==> src/hw/tcc_pkg.sv <==
// package: register map, field positions, reset values and widths for trace capture control
package tcc_pkg;
  // register byte addresses (word aligned on apb)
  localparam logic [3:0] TCC_IDX_EXT = 4'hB;
  localparam logic [3:0] TCC_IDX_CTRL = 4'hC;
  localparam logic [7:0] TCC_ADDR_EXT = {2'b00, TCC_IDX_EXT, 2'b00}; // index times four
  localparam logic [7:0] TCC_ADDR_CTRL = {2'b00, TCC_IDX_CTRL, 2'b00}; // index times four
  localparam logic [7:0] TCC_ADDR_CMPC = 8'h34; // comparator c loop address
  localparam logic [7:0] TCC_ADDR_CNT = 8'h38; // fifo valid count
  localparam logic [7:0] TCC_ADDR_STAT = 8'h3C; // armed flag
  localparam logic [7:0] TCC_ADDR_TRIG = 8'h40; // begin bit and trigger mode
  // control field positions
  localparam int TCC_CTRL_EN = 7;
  localparam int TCC_CTRL_ARM = 6;
  localparam int TCC_CTRL_TAG = 5;
  localparam int TCC_CTRL_BRK = 4;
  localparam int TCC_CTRL_LOOP = 0;
  // extension field positions
  localparam int TCC_EXT_PAGED = 7;
  localparam int TCC_EXT_B16 = 0;
  // trigger register fields
  localparam int TCC_TRIG_BEGIN = 6;
  // reset values
  localparam logic [7:0] TCC_CTRL_RST = 8'hC0;
  localparam logic [7:0] TCC_EXT_RST = 8'h00;
  localparam logic [7:0] TCC_TRIG_RST = 8'h40;
  localparam logic [7:0] TCC_CTRL_WMASK = 8'hF1;
  // writable trigger bits: select, begin and mode
  localparam logic [7:0] TCC_TRIG_WMASK = 8'hCF;
  // extension bits that read back, the rest read zero
  localparam logic [7:0] TCC_EXT_RMASK = 8'h81;
  // event-only trigger modes
  localparam logic [3:0] TCC_MODE_EVB = 4'h3;
  localparam logic [3:0] TCC_MODE_AEVB = 4'h4;
  // fifo count limit
  localparam logic [3:0] TCC_CNT_MAX = 4'h8;
  localparam int TCC_ADDR_W = 17;
endpackage

==> src/hw/tcc_loop_filter.sv <==
// loop filter: decides whether a change-of-flow word is stored and reloads comparator c
`timescale 1ns/100ps
module tcc_loop_filter #(
  parameter int ADDR_W = tcc_pkg::TCC_ADDR_W
) (
  // mode inputs
  input wire logic loop_mode,
  input wire logic event_only,
  // candidate word
  input wire logic capture_req,
  input wire logic [ADDR_W-1:0] cof_addr,
  input wire logic [ADDR_W-1:0] cmp_c,
  // decision
  output logic store,
  output logic load_cmp_c
);
  import tcc_pkg::*;

  // comparing only in loop mode outside event-only modes
  always_comb begin
    if (loop_mode && !event_only) begin
      store = capture_req && (cof_addr != cmp_c);
      load_cmp_c = capture_req && (cof_addr != cmp_c);
    end else begin
      store = capture_req;
      load_cmp_c = 1'b0;
    end
  end
endmodule

==> src/hw/tcc_reset_ctl.sv <==
// reset qualifier: tells apart full reset and end-of-trace reset that keeps state
`timescale 1ns/100ps
module tcc_reset_ctl (
  // resets, sampled by the registers that use them
  input wire logic srst,
  input wire logic end_trace_reset,
  // current state
  input wire logic enabled,
  input wire logic begin_bit,
  // qualified resets
  output logic full_reset,
  output logic keep_reset
);
  import tcc_pkg::*;

  // a kept reset only when enabled and begin clear, otherwise it is a full reset
  always_comb begin
    keep_reset = end_trace_reset && !srst && enabled && !begin_bit;
    full_reset = srst || (end_trace_reset && !keep_reset);
  end
endmodule

==> src/hw/tcc_top.sv <==
// top: trace capture control registers, loop capture and break request logic
//
// Contract
// - Each captured word stores its paged-access flag in bit 7 of the extension register.
// - Bit 0 of the extension register returns address bit 16 of the current word.
// - The extension register clears on full reset and keeps its bits on a kept end reset.
// - Enable bit 7 turns the module on and is forced to zero while secured.
// - Arm bit 6 allows comparing and storing only while it is one.
// - Bit 5 picks tag (one) or force (zero) breaks, and only matters with breaks enabled.
// - Break enable bit 4 lets the end of a run and a comparator c match request a break.
// - With loop mode off every qualifying change-of-flow word is stored.
// - In loop mode a word equal to comparator c is not stored and the count stays.
// - In loop mode a differing word is stored with its flag and loaded into comparator c.
// - Loop mode has no effect in event-only trigger modes.
// - Control resets to 0xC0, and a kept end reset clears only arm and break enable.
// - The valid count clears on arming, counts stored words, stops at eight, never falls.
// - While enabled the armed flag reads as a copy of the arm bit.
//
// Our own choice: the APB slave port.
`timescale 1ns/100ps
module tcc_top #(
  parameter int ADDR_W = tcc_pkg::TCC_ADDR_W
) (
  // clock and reset
  input wire logic clk_sys,
  input wire logic srst,
  input wire logic end_trace_reset,
  // apb slave
  input wire logic psel,
  input wire logic penable,
  input wire logic pwrite,
  input wire logic [7:0] paddr,
  input wire logic [31:0] pwdata,
  output logic [31:0] prdata,
  output logic pready,
  output logic pslverr,
  // core side
  input wire logic secured,
  input wire logic cof_valid,
  input wire logic [ADDR_W-1:0] cof_addr,
  input wire logic paged_access_flag,
  input wire logic cmp_c_match,
  input wire logic run_end,
  // outputs to core and fifo
  output logic store_word,
  output logic [ADDR_W-1:0] store_addr,
  output logic store_paged,
  output logic break_req,
  output logic break_is_tag,
  output logic armed_status_flag
);
  import tcc_pkg::*;

  // ************************************************
  // elaboration checks
  // ************************************************
  // extension bit 16 and the paged flag only make sense for a 17-bit core address
  if (ADDR_W != TCC_ADDR_W) begin : g_bad_addr_w
    $error("tcc_top needs a 17-bit core address");
  end
  // comparator c is read back in one bus word, so it cannot be wider than the bus
  if (ADDR_W > 32) begin : g_addr_too_wide
    $error("tcc_top core address is wider than the read word");
  end

  // ************************************************
  // state
  // ************************************************
  logic [7:0] trace_control;
  logic [7:0] trace_word_extension;
  logic [7:0] trigger_setup;
  logic [ADDR_W-1:0] cmp_c;
  logic [3:0] fifo_valid_count;
  logic full_reset;
  logic keep_reset;
  logic module_enable_bit;
  logic arm_bit;
  logic break_request_enable;
  logic loop_capture_mode;
  logic event_only;
  logic capture_req;
  logic load_cmp_c;
  logic wr_en;
  logic rd_setup;
  logic addr_hit;
  // per-register write strobes from the shared decode
  logic wr_ctrl;
  logic wr_trig;
  logic wr_cmpc;
  logic arm_write;
  // read word picked in the setup phase
  logic [31:0] next_prdata;

  assign module_enable_bit = trace_control[TCC_CTRL_EN];
  assign arm_bit = trace_control[TCC_CTRL_ARM];
  assign break_request_enable = trace_control[TCC_CTRL_BRK];
  assign loop_capture_mode = trace_control[TCC_CTRL_LOOP];

  // ************************************************
  // reset qualification
  // ************************************************
  tcc_reset_ctl u_rst (
    .srst(srst),
    .end_trace_reset(end_trace_reset),
    .enabled(module_enable_bit),
    .begin_bit(trigger_setup[TCC_TRIG_BEGIN]),
    .full_reset(full_reset),
    .keep_reset(keep_reset)
  );

  // ************************************************
  // apb decode
  // ************************************************
  // one decode for every register strobe, so the write paths cannot drift apart
  function automatic logic reg_hit(input logic strobe, input logic [7:0] addr,
      input logic [7:0] target);
    return strobe && (addr == target);
  endfunction

  // zero wait states: the read word is loaded in setup and stands in the access phase
  // unmapped addresses answer with an error
  assign pready = 1'b1;
  assign wr_en = psel && penable && pwrite;
  assign rd_setup = psel && !penable && !pwrite;
  assign wr_ctrl = reg_hit(wr_en, paddr, TCC_ADDR_CTRL);
  assign wr_trig = reg_hit(wr_en, paddr, TCC_ADDR_TRIG);
  assign wr_cmpc = reg_hit(wr_en, paddr, TCC_ADDR_CMPC);
  always_comb begin
    unique case (paddr)
      TCC_ADDR_EXT, TCC_ADDR_CTRL, TCC_ADDR_CMPC, TCC_ADDR_CNT, TCC_ADDR_STAT,
      TCC_ADDR_TRIG: addr_hit = 1'b1;
      default: addr_hit = 1'b0;
    endcase
  end
  assign pslverr = psel && penable && !addr_hit;

  // ************************************************
  // control register
  // ************************************************
  // secure forces enable low each cycle so a set write can never stick
  always_ff @(posedge clk_sys) begin
    if (full_reset) begin
      trace_control <= TCC_CTRL_RST;
    end else if (keep_reset) begin
      trace_control[TCC_CTRL_ARM] <= 1'b0;
      trace_control[TCC_CTRL_BRK] <= 1'b0;
    end else if (wr_ctrl) begin
      trace_control <= pwdata[7:0] & TCC_CTRL_WMASK;
    end
    // last assignment wins, so secure beats reset values and writes alike
    if (secured) begin
      trace_control[TCC_CTRL_EN] <= 1'b0;
    end
  end

  // trigger setup: only writable while disarmed, keeps on a kept reset
  always_ff @(posedge clk_sys) begin
    if (full_reset) begin
      trigger_setup <= TCC_TRIG_RST;
    end else if (!keep_reset && wr_trig && !arm_bit) begin
      trigger_setup <= pwdata[7:0] & TCC_TRIG_WMASK;
    end
  end

  assign event_only = (trigger_setup[3:0] == TCC_MODE_EVB) ||
                      (trigger_setup[3:0] == TCC_MODE_AEVB);

  // ************************************************
  // capture path
  // ************************************************
  // nothing is compared or stored unless enabled and armed
  assign capture_req = cof_valid && module_enable_bit && arm_bit;

  tcc_loop_filter #(
    .ADDR_W(ADDR_W)
  ) u_loop (
    .loop_mode(loop_capture_mode),
    .event_only(event_only),
    .capture_req(capture_req),
    .cof_addr(cof_addr),
    .cmp_c(cmp_c),
    .store(store_word),
    .load_cmp_c(load_cmp_c)
  );

  assign store_addr = cof_addr;
  assign store_paged = paged_access_flag;

  // comparator c: software load, or reload by loop capture
  always_ff @(posedge clk_sys) begin
    if (full_reset) begin
      cmp_c <= '0;
    end else if (load_cmp_c) begin
      cmp_c <= cof_addr;
    end else if (wr_cmpc) begin
      // a loop reload in the same cycle wins over software
      cmp_c <= pwdata[ADDR_W-1:0];
    end
  end

  // extension word follows each stored word
  always_ff @(posedge clk_sys) begin
    if (full_reset) begin
      trace_word_extension <= TCC_EXT_RST;
    end else if (!keep_reset && store_word) begin
      trace_word_extension[TCC_EXT_PAGED] <= paged_access_flag;
      trace_word_extension[TCC_EXT_B16] <= cof_addr[ADDR_W-1];
    end
  end

  // ************************************************
  // valid count
  // ************************************************
  // any control write with the arm bit set restarts the count, even when already armed
  assign arm_write = wr_ctrl && pwdata[TCC_CTRL_ARM];
  always_ff @(posedge clk_sys) begin
    if (full_reset) begin
      fifo_valid_count <= 4'h0;
    end else if (arm_write) begin
      fifo_valid_count <= 4'h0;
    end else if (store_word && fifo_valid_count != TCC_CNT_MAX) begin
      fifo_valid_count <= fifo_valid_count + 4'h1;
    end
  end

  // ************************************************
  // break requests and status
  // ************************************************
  // tag selection reaches the core whenever break enable is set, with or without a request
  always_ff @(posedge clk_sys) begin
    if (full_reset || keep_reset) begin
      break_req <= 1'b0;
      break_is_tag <= 1'b0;
    end else begin
      break_req <= break_request_enable && module_enable_bit &&
                   (run_end || cmp_c_match);
      break_is_tag <= break_request_enable && trace_control[TCC_CTRL_TAG];
    end
  end

  assign armed_status_flag = module_enable_bit && arm_bit;

  // ************************************************
  // read data
  // ************************************************
  // read word chosen from the address already valid in the setup phase
  always_comb begin
    next_prdata = 32'h0000_0000;
    unique case (paddr)
      TCC_ADDR_EXT: next_prdata = {24'h0, trace_word_extension & TCC_EXT_RMASK};
      TCC_ADDR_CTRL: next_prdata = {24'h0, trace_control};
      TCC_ADDR_CMPC: next_prdata = 32'(cmp_c);
      TCC_ADDR_CNT: next_prdata = {28'h0, fifo_valid_count};
      TCC_ADDR_STAT: next_prdata = {31'h0, armed_status_flag};
      TCC_ADDR_TRIG: next_prdata = {24'h0, trigger_setup};
      default: next_prdata = 32'h0000_0000;
    endcase
  end

  // registered in setup so the word already stands at the pready edge;
  // a value that hardware changes during that one setup cycle shows on the next read
  always_ff @(posedge clk_sys) begin
    if (srst) begin
      prdata <= 32'h0000_0000;
    end else if (rd_setup) begin
      prdata <= next_prdata;
    end
  end
endmodule

==> config.mk <==
export PLATFORM = sky130hd
export DESIGN_NAME = tcc_top
export DESIGN_NICKNAME = d
export VERILOG_FILES = /design/src/hw/tcc_pkg.sv /design/src/hw/tcc_loop_filter.sv /design/src/hw/tcc_reset_ctl.sv /design/src/hw/tcc_top.sv
export SDC_FILE = /design/constraint.sdc
export NUM_CORES = 1
export LEC_CHECK = 0
export BUFFER_PORTS_ARGS = -buffer_cell sky130_fd_sc_hd__buf_2
export CORE_ASPECT_RATIO = 1.75
export CORE_MARGIN = 1.5
export CORE_UTILIZATION = 48
export CTS_CLUSTER_SIZE = 10
export DETAILED_ROUTE_END_ITERATION = 8
export GPL_ROUTABILITY_DRIVEN = 0
export GPL_TIMING_DRIVEN = 0
export PLACE_DENSITY_LB_ADDON = 0.15
export SLEW_MARGIN = 20
export SYNTH_ARGS = -nofsm -noshare
export SYNTH_HDL_FRONTEND = slang
export SYNTH_SLANG_ARGS = --single-unit
==> constraint.sdc <==
create_clock -name clk_sys -period 2.1 [get_ports clk_sys]
set_input_delay 0.21 -clock clk_sys [delete_from_list [all_inputs] [get_ports clk_sys]]
set_output_delay 0.21 -clock clk_sys [all_outputs]
set_load 0.01 [all_outputs]
==> results of run 1 <==
## synthesized netlist by cell type (3+ instances only)
cell,n
dfxtp_1,53
buf_4,35
nor2_1,34
nand2_1,31
mux2i_1,28
a211oi_1,21
a21oi_1,20
nand3_1,16
xnor2_1,16
clkbuf_1,12
nor3_1,7
a21o_1,4
a221oi_1,4
and2_1,4
inv_1,4
mux2_2,4
nand4_1,4
and3_1,3
buf_2,3
nor4_1,3
o21ai_0,3
## routing by layer
| layer | global-route usage | vias to the layer above |
|---|---|---|
| met4 | 0.111 | 0 |
| met5 | 0 | - |
| li1 | - | 1402 |
| met3 | 0.0315 | 15 |
| met1 | 0.244 | 1318 |
| met2 | 0.474 | 102 |
## metrics by stage
stage	power (mW)	hold WS, ns	TNS [ns]
after floorplan	1.19	0.279	0
after global placement	1.31	0.373	-2.10
after detailed placement	1.31	0.379	-2.29
after CTS	1.90	0.0526	0
after global routing	1.97	0.0390	-0.0159
final	1.90	0.0526	0
## worst max-delay path, cell delays in order, from the launching register on
cell	delay, ns
dfxtp_2	0.36
or4b_1	0.52
o311ai_2	0.12
nor3_2	0.11
nand2_2	0.10
nor2b_4	0.15
buf_2	0.14
## path summary, 6_finish.rpt
path	endpoint	start	depth (start not counted)	slack, ns
worst max-delay path	store_word	trigger_setup[1]	6	0.07
worst min-delay path	trace_control[7]	secured	2	0.05
worst max register to register	cmp_c[16]	cmp_c[4]	8	0.10
worst min register to register	prdata[11]	prdata[11]	2	0.46
## cell families after synthesis
kind of cell / synth area share
and+or+nand+nor: 0.196
AOI/OAI and AO/OA: 0.143
buffers and inverters: 0.129
DFF: 0.358
muxes: 0.110
xor gates and xnor gates: 0.0532
adders and majority gates: 0.00844
other: 0.00253
## state kept, by name (all words and copies together), names as in the netlist
name,flops
break_is_tag,1
trace_word_extension,2
cmp_c,17
prdata,17
break_req,1
trace_control,5
trigger_setup,6
fifo_valid_count,4
## power groups by stage
stage	clock, mW	sequential (mW)	combinational, mW
6_report	0.607	1.02	0.275
5_1_grt	0.654	1.02	0.299
4_1_cts	0.614	1.02	0.272
3_5_place_dp	0	1.04	0.269
3_3_place_gp	0	1.04	0.265
2_1_floorplan	0	1.04	0.149
## final cells by class
| cell class | instances | area share |
|---|---|---|
| Multi-Input combinational cell | 247 | 0.431 |
| Sequential cell | 53 | 0.284 |
| Timing Repair Buffer | 96 | 0.130 |
| Buffer | 53 | 0.0999 |
| Tap cell | 78 | 0.0259 |
| Clock buffer | 5 | 0.0183 |
| Clock inverter | 3 | 0.00697 |
| Inverter | 4 | 0.00398 |
## layout by cell type, fill, tap and decap left out, drive strengths merged, types with 5 or more instances in the layout
| cell | n |
|---|---|
| dfxtp | 53 |
| clkbuf | 17 |
| xnor2 | 16 |
| conb | 16 |
| nor3 | 8 |
| a21oi | 20 |
| a211oi | 21 |
| nor2 | 34 |
| mux2i | 28 |
| buf | 137 |
| nand2 | 31 |
| nand3 | 16 |
| inv | 5 |
## timing repair
action	4_1_cts	5_1_grt
setup buffers	4	0
pin swaps	1	1
endpoints found under the setup margin	16	24
gates cloned	0	0
gates resized for setup	6	16
==> results.toml, run 1 <==
[run_status]
status = "complete, no violations"

[finish]
fin_area_sq_mm = 0.00377
drive_above_1_share = 0.360
syn2layout_area_growth_pct = 27.1
layoutNonFillerInstCount = 539
ff_latch_area_sq_mm = 0.00107
n_antenna_cell = 0
multiInputGateArea_sq_mm = 0.00163
fillerInstances = 559
fin_nets = 530
fin_util = 0.636

[global_route]
grt_max_degree = 19
grt_pass1_vias = 2676
overflow = 0
grt_pass1_wl_microns = 12700
antenna_found_initial = 0
grt_use_total = 0.240

[sta]
period_needed_ns = 2.03
timing.final.max_slew_violations = 0
finClkSkew_ns = 0.0101
tightest_slew_ns = 0.528
hold_viol_final = 0
fmaxAchievable_ghz = 0.492
setup_viol = 0
slew_headroom = 0.643
finalCritPeriodShare = 0.968
setup_ws_ns = 0.0667

[synth]
yosysTopAreaCell = "dfxtp_1"
synthCells = 343
ys_seq_area_frac = 0.358
synth_edf_count = 0
synth_cell_type_count = 46
synth_area_sq_mm = 0.00297
avgSynthCellArea_sq_um = 8.65
synthArstFlopShare = 0
yosysTopAreaCellShare = 0.358
synth-seq-cells = 53
ys.flop_type = "dfxtp_1"
synth_warnings = 0
synth.area.top_cells = "dfxtp_1, mux2i_1, buf_4"

[worst_setup_path]
endpoint_kind = "output pin"
crit_type = "register to output pin"
cp.required_ns = 1.89
critical_path_arrival_ns = 1.82
crit_fanout = 4
critPathLaunchType = "register"

[power_and_ir_drop]
p_switching_mw = 0.514
vdd_drop_max_uv = 402
power.internal_mw = 1.39
seq_power_share = 0.536
leakage_nw = 1.65
power_density_mw_per_mm2 = 504
p_sw_frac = 0.271
clockPowerShare = 0.320
combPwrFrac = 0.145

[clock_network]
cts_made_buffers = 5
ctsHoldBuffers = 0
cts.sinks = 53
clockBufferDepth = 2
path_clk_slew_ns = 0.10
cts-root-buf = "clkbuf_8"
clock_latency_ns = 0.31
cts.htree.levels = 2
tritoncts = "yes"

[drt]
wl_met3_microns = 409
vias_per_cell = 5.26
post_drt_wl_per_cell_microns = 14.9
drtAntennaViolNets = 0
wl_met1_microns = 2960
highest_layer = "met4"
drt_iter0_drc = 115
route.met2.wl_microns = 4420
via_count = 2837
first_pass_iters = 5
routed_wl_microns = 8030
drc = 0

[die]
die_y_microns = 107
initial_core_util = 0.500
die-area_sq_mm = 0.00668
core_area_sq_mm = 0.00593
ioPinCount = 124
num_rows = 37
die_w_microns = 62.4

[worst_hold_path]
hold_class = "primary input to register"

[placed_design]
io_buffer_count = 92
place_ws_ns = -0.194
hpwlAfterDp_microns = 6380
place_inst = 527
placed_area_sq_mm = 0.00358

[job]
cap_violations = 0
(Power assumes the default switching activity.)
==> inputs of run 2 (changes only) <==
--- a/config.mk
+++ b/config.mk
@@ -8,7 +8,7 @@
 export BUFFER_PORTS_ARGS = -buffer_cell sky130_fd_sc_hd__buf_2
 export CORE_ASPECT_RATIO = 1.75
 export CORE_MARGIN = 1.5
-export CORE_UTILIZATION = 48
+export CORE_UTILIZATION = 52
 export CTS_CLUSTER_SIZE = 10
 export DETAILED_ROUTE_END_ITERATION = 8
 export GPL_ROUTABILITY_DRIVEN = 0
==> constraint.sdc (replaced) <==
create_clock -name clk_sys -period 2.4 [get_ports clk_sys]
set_input_delay 0.24 -clock clk_sys [delete_from_list [all_inputs] [get_ports clk_sys]]
set_output_delay 0.24 -clock clk_sys [all_outputs]
set_load 0.01 [all_outputs]
==> run 2 against run 1 <==
Critical path depth stayed put. Hold slack better by 0.019 ns. Die area is 7.4% lower. Sequential power is 13% lower. Register-to-register slack better by 0.06 ns. Total power is 3.0% lower. Clock power is 18% higher. Non-clock buffer count is 4 lower. Global-route usage is 1.8 points higher. Critical endpoint unchanged.
==> results.toml, run 2 (synthesis results as in run 1) <==
[drt]
post_drt_wl_per_cell_microns = 14.9
via_count = 2797
drtAntennaViolNets = 0
first_pass_iters = 4
drc = 0
vias_per_cell = 5.25
routed_wl_microns = 7970
drt_iter0_drc = 107

[finish]
ff_latch_area_sq_mm = 0.00106
final_common_cell = "buf_2"
fin_nets = 526
drive_above_1_share = 0.330
most-common-layout-cells = "buf_2, dfxtp_1, buf_4"
largestRegisters = "cmp_c x17, prdata x17, trigger_setup x6"
fillerInstances = 515
layoutNonFillerInstCount = 533
multiInputGateArea_sq_mm = 0.00159
n_antenna_cell = 0
syn2layout_area_growth_pct = 25.4

[sta]
hold_viol_final = 0
setup_ws_ns = 0.105
period_needed_ns = 2.30
tightest_slew_ns = 0.935
setup-tns-final_ns = 0
timing.final.max_slew_violations = 0
setup_viol = 0
slew_headroom = 0.368
fmaxAchievable_ghz = 0.436
finalCritPeriodShare = 0.956
finClkSkew_ns = 0.00416
rsz0062_at_grt = "no"

[power_and_ir_drop]
power.internal_mw = 1.41
p_sw_frac = 0.233
p_switching_mw = 0.430
leakage_nw = 1.63
combPwrFrac = 0.129
seq_power_share = 0.483
power_density_mw_per_mm2 = 496
clockPowerShare = 0.388
vdd_drop_max_uv = 349

[clock_network]
post_cts_buffers = 0
path_clk_slew_ns = 0.09
cts-root-buf = "clkbuf_8"
cts.sinks = 53
tritoncts = "yes"
cts_made_buffers = 5
clock_latency_ns = 0.31
cts.htree.levels = 2
clockBufferDepth = 2

[placed_design]
io_buffer_count = 92
place_ws_ns = 0.114
hpwlAfterDp_microns = 6360
place_inst = 525

[worst_hold_path]
hold_path_depth = 2
hold_class = "primary input to register"

[die]
initial_core_util = 0.535
die_w_microns = 60.1
num_rows = 36
ioPinCount = 124
core_area_sq_mm = 0.00554
die-area_sq_mm = 0.00618
die_y_microns = 103

[worst_setup_path]
critical_path_arrival_ns = 2.06
endpoint_kind = "output pin"
critPathLaunchType = "register"
crit_fanout = 8
cp.required_ns = 2.16
r2r_cells = 7
crit_type = "register to output pin"

[global_route]
overflow = 0
grt_pass1_wl_microns = 12000
grt_pass1_vias = 2603
grt_max_degree = 17
antenna_found_initial = 0
grt_use_total = 0.258

[run_status]
status = "complete, no violations"

[job]
cap_violations = 0
[run 2: cell types whose count changed in the layout (fill, tap and decap cells not counted), sizes merged]
cell,change
clkinv,-1
inv,-1
bufinv,+2
buf,-4
[run 2: metrics by stage]
stage | cell area, sq um | hold WS, ns | utilization | total power [mW]
global route | 3720 | 0.0729 | 0.671 | 1.90
floorplan | 3020 | 0.309 | - | 1.04
detailed placement | 3570 | 0.399 | 0.645 | 1.15
global placement | 3570 | 0.400 | 0.645 | 1.14
finish | 3720 | 0.0712 | 0.671 | 1.84
CTS | 3710 | 0.0724 | 0.670 | 1.84
[run 2: power groups by stage]
stage / Combinational [mW] / Sequential, mW / Clock, mW
floorplan: 0.130 / 0.912 / 0
global placement: 0.232 / 0.911 / 0
detailed placement: 0.234 / 0.911 / 0
CTS: 0.236 / 0.891 / 0.718
global route: 0.260 / 0.892 / 0.750
finish: 0.238 / 0.891 / 0.714
[run 2: area by class of cell]
cell class,count,share of cell area
flip-flops and latches,53,0.285
clock inverters,3,0.0175
repair buffers,92,0.124
inverters,4,0.00404
well taps,76,0.0256
clock buffers,5,0.0185
plain buffers,53,0.0986
multi-input cells,247,0.427
[run 2: critical path, cell delays in order, from the launching register on]
cell     delay, ns
dfxtp_1       0.40
xnor2_1       0.14
nand4_1       0.13
nor4_2        0.48
nand2_2       0.21
nor2b_2       0.23
buf_2         0.15
[run 2: final timing paths]
kind	start	to	slack (ns)
worst max-delay path	cmp_c[12]	store_word	0.10
worst min-delay path	secured	trace_control[7]	0.07
worst max register to register	cmp_c[12]	cmp_c[1]	0.16
worst min register to register	prdata[12]	prdata[12]	0.45
[run 2: metal layers]
layer | wire (microns) | share of wire | track usage | vias up
met1 | 2950 | 0.37 | 0.265 | 1282
met4 | 338 | 0.042 | 0.147 | 0
met3 | 358 | 0.045 | 0.0289 | 21
met5 | 0 | 0 | 0 | -
met2 | 4320 | 0.54 | 0.483 | 104
li1 | - | - | - | 1390
[run 2: repair_timing]
| action | in CTS | in global routing |
|---|---|---|
| endpoints found under the setup margin | 1 | 1 |
| resized for setup | 1 | 2 |
| cloned | 0 | 0 |
| pin swaps | 0 | 0 |
| hold buffers | 0 | 0 |
==> inputs of run 3 (changes only) <==
--- a/config.mk
+++ b/config.mk
@@ -7,7 +7,7 @@
 export LEC_CHECK = 0
 export BUFFER_PORTS_ARGS = -buffer_cell sky130_fd_sc_hd__buf_2
 export CORE_ASPECT_RATIO = 1.75
-export CORE_MARGIN = 1.5
+export CORE_MARGIN = 4
 export CORE_UTILIZATION = 52
 export CTS_CLUSTER_SIZE = 10
 export DETAILED_ROUTE_END_ITERATION = 8
==> run 3 against run 2 <==
Flip-flop and latch count unchanged. Via count decreased by 0.57%. Sequential share of layout area increased by 0.077 points. First-iteration DRC count decreased by 19%. Hold slack improved by 0.0059 ns. Highest routed layer unchanged.
==> results.toml, run 3 (synthesis results as in run 1) <==
[clock_network]
tritoncts = "yes"
path_clk_slew_ns = 0.10
cts.sinks = 53
clock_latency_ns = 0.31
ctsHoldBuffers = 0
post_cts_buffers = 0
cts_made_buffers = 5
cts-root-buf = "clkbuf_8"
cts.htree.levels = 2
clockBufferDepth = 2

[finish]
fin_util = 0.669
largestRegisters = "cmp_c x17, prdata x17, trigger_setup x6"
n_antenna_cell = 0
syn2layout_area_growth_pct = 25.1
fin_nets = 526
drive_above_1_share = 0.330
final_common_cell = "buf_2"
most-common-layout-cells = "buf_2, dfxtp_1, buf_4"

[sta]
finalCritPeriodShare = 0.933
setup-tns-final_ns = 0
timing.final.max_slew_violations = 0
slew_headroom = 0.406
tightest_slew_ns = 0.880
hold_viol_final = 0
setup_viol = 0
rsz0062_at_grt = "no"
fmaxAchievable_ghz = 0.447
period_needed_ns = 2.24
finClkSkew_ns = 0.00668

[run_status]
status = "complete, no violations"

[power_and_ir_drop]
power_density_mw_per_mm2 = 473
vdd_drop_max_uv = 332
leakage_nw = 1.62
power.total_mw = 1.76

[worst_hold_path]
hold_class = "primary input to register"
hold_start = "secured"

[global_route]
grt.busiest_layer = "met2"
grt_use_total = 0.231
gr-usage-met1 = 0.249
grt_pass1_wl_microns = 12600
overflow = 0
use_met2 = 0.423
grt_pass1_vias = 2602
use_met3 = 0.0397
grt_max_degree = 18
antenna_found_initial = 0

[die]
core_area_sq_mm = 0.00554
die_w_microns = 65.1
num_rows = 36
initial_core_util = 0.535
die_y_microns = 108
ioPinCount = 124
die-area_sq_mm = 0.00702

[placed_design]
hpwlAfterDp_microns = 6530
io_buffer_count = 92

[drt]
post_drt_wl_per_cell_microns = 14.9
via_count = 2781
vias_per_cell = 5.22
drc = 0
drt_iter0_drc = 87
drtAntennaViolNets = 0
first_pass_iters = 4
routed_wl_microns = 7940

[worst_setup_path]
cp.required_ns = 2.16
crit_fanout = 8
timing.rr.start = "cmp_c[12]"
slowest_stage = "or4b_1"
critPathLaunchType = "register"
endpoint_kind = "output pin"
critPathMaxStageDelay_ns = 0.51
worst-r2r-setup-slack_ns = 0.26
crit_type = "register to output pin"
crit_path_start = "trigger_setup[0]"
critical_path_arrival_ns = 2.00
crit_chain = "or4b_1, o311ai_0, nor3_1, nand2_2, nor2b_2, buf_2"

[job]
cap_violations = 0
==> run 3: cell count changes in the layout (fill, tap and decap cells not counted), sizes merged <==
cell,previous run,this run
clkinvlp,0,1
bufinv,2,1
==> run 3: metrics by stage <==
step / hold slack (ns) / std cells / area, sq um / setup slack [ns]
2_1_floorplan: 0.309 / 357 / 3020 / 0.624
3_3_place_gp: 0.399 / 525 / 3570 / 0.129
3_5_place_dp: 0.400 / 525 / 3570 / 0.133
4_1_cts: 0.0744 / 533 / 3690 / 0.0217
5_1_grt: 0.0722 / 533 / 3710 / 0.0252
6_report: 0.0772 / 533 / 3710 / 0.161
==> run 3: area by class of cell <==
| type | instances | area, sq um |
|---|---|---|
| Fill cell | 524 | 1830 |
| Multi-Input combinational cell | 247 | 1600 |
| Sequential cell | 53 | 1060 |
| Timing Repair Buffer | 92 | 460 |
| Buffer | 53 | 367 |
| Tap cell | 76 | 95.1 |
| Clock buffer | 5 | 68.8 |
| Clock inverter | 3 | 46.3 |
| Inverter | 4 | 15.0 |
==> run 3: final timing paths <==
check,cells past startpoint,endpoint
setup / recovery,6,store_word
hold / removal,2,trace_control[7]
setup reg to reg,7,cmp_c[4]
hold reg to reg,2,prdata[13]
==> run 3: per-layer routing <==
layer,routed length [microns],part of all wire,up-vias
met1,2930,0.37,1275
met2,4290,0.54,93
met4,274,0.034,0
met5,0,0,-
met3,442,0.056,17
li1,-,-,1396
==> run 3: timing repair <==
item | CTS | global route
pin swaps | 0 | 0
endpoints found under the setup margin | 1 | 1
gates resized for setup | 1 | 3
==> run 3: critical path, delay by kind of cell (launching register included) <==
kind                   cells  cell delay (ns)
DFF                        1             0.35
buffers and inverters      1             0.16
AOI/OAI and AO/OA          1             0.14
and+or+nand+nor            4             1.04
==> run 3: report_power, final <==
| part | total (mW) | internal, mW | switching (mW) |
|---|---|---|---|
| sequential | 0.891 | 0.885 | 0.00528 |
| clock | 0.625 | 0.313 | 0.313 |
| combinational | 0.239 | 0.113 | 0.126 |
| total | 1.76 | 1.31 | 0.444 |
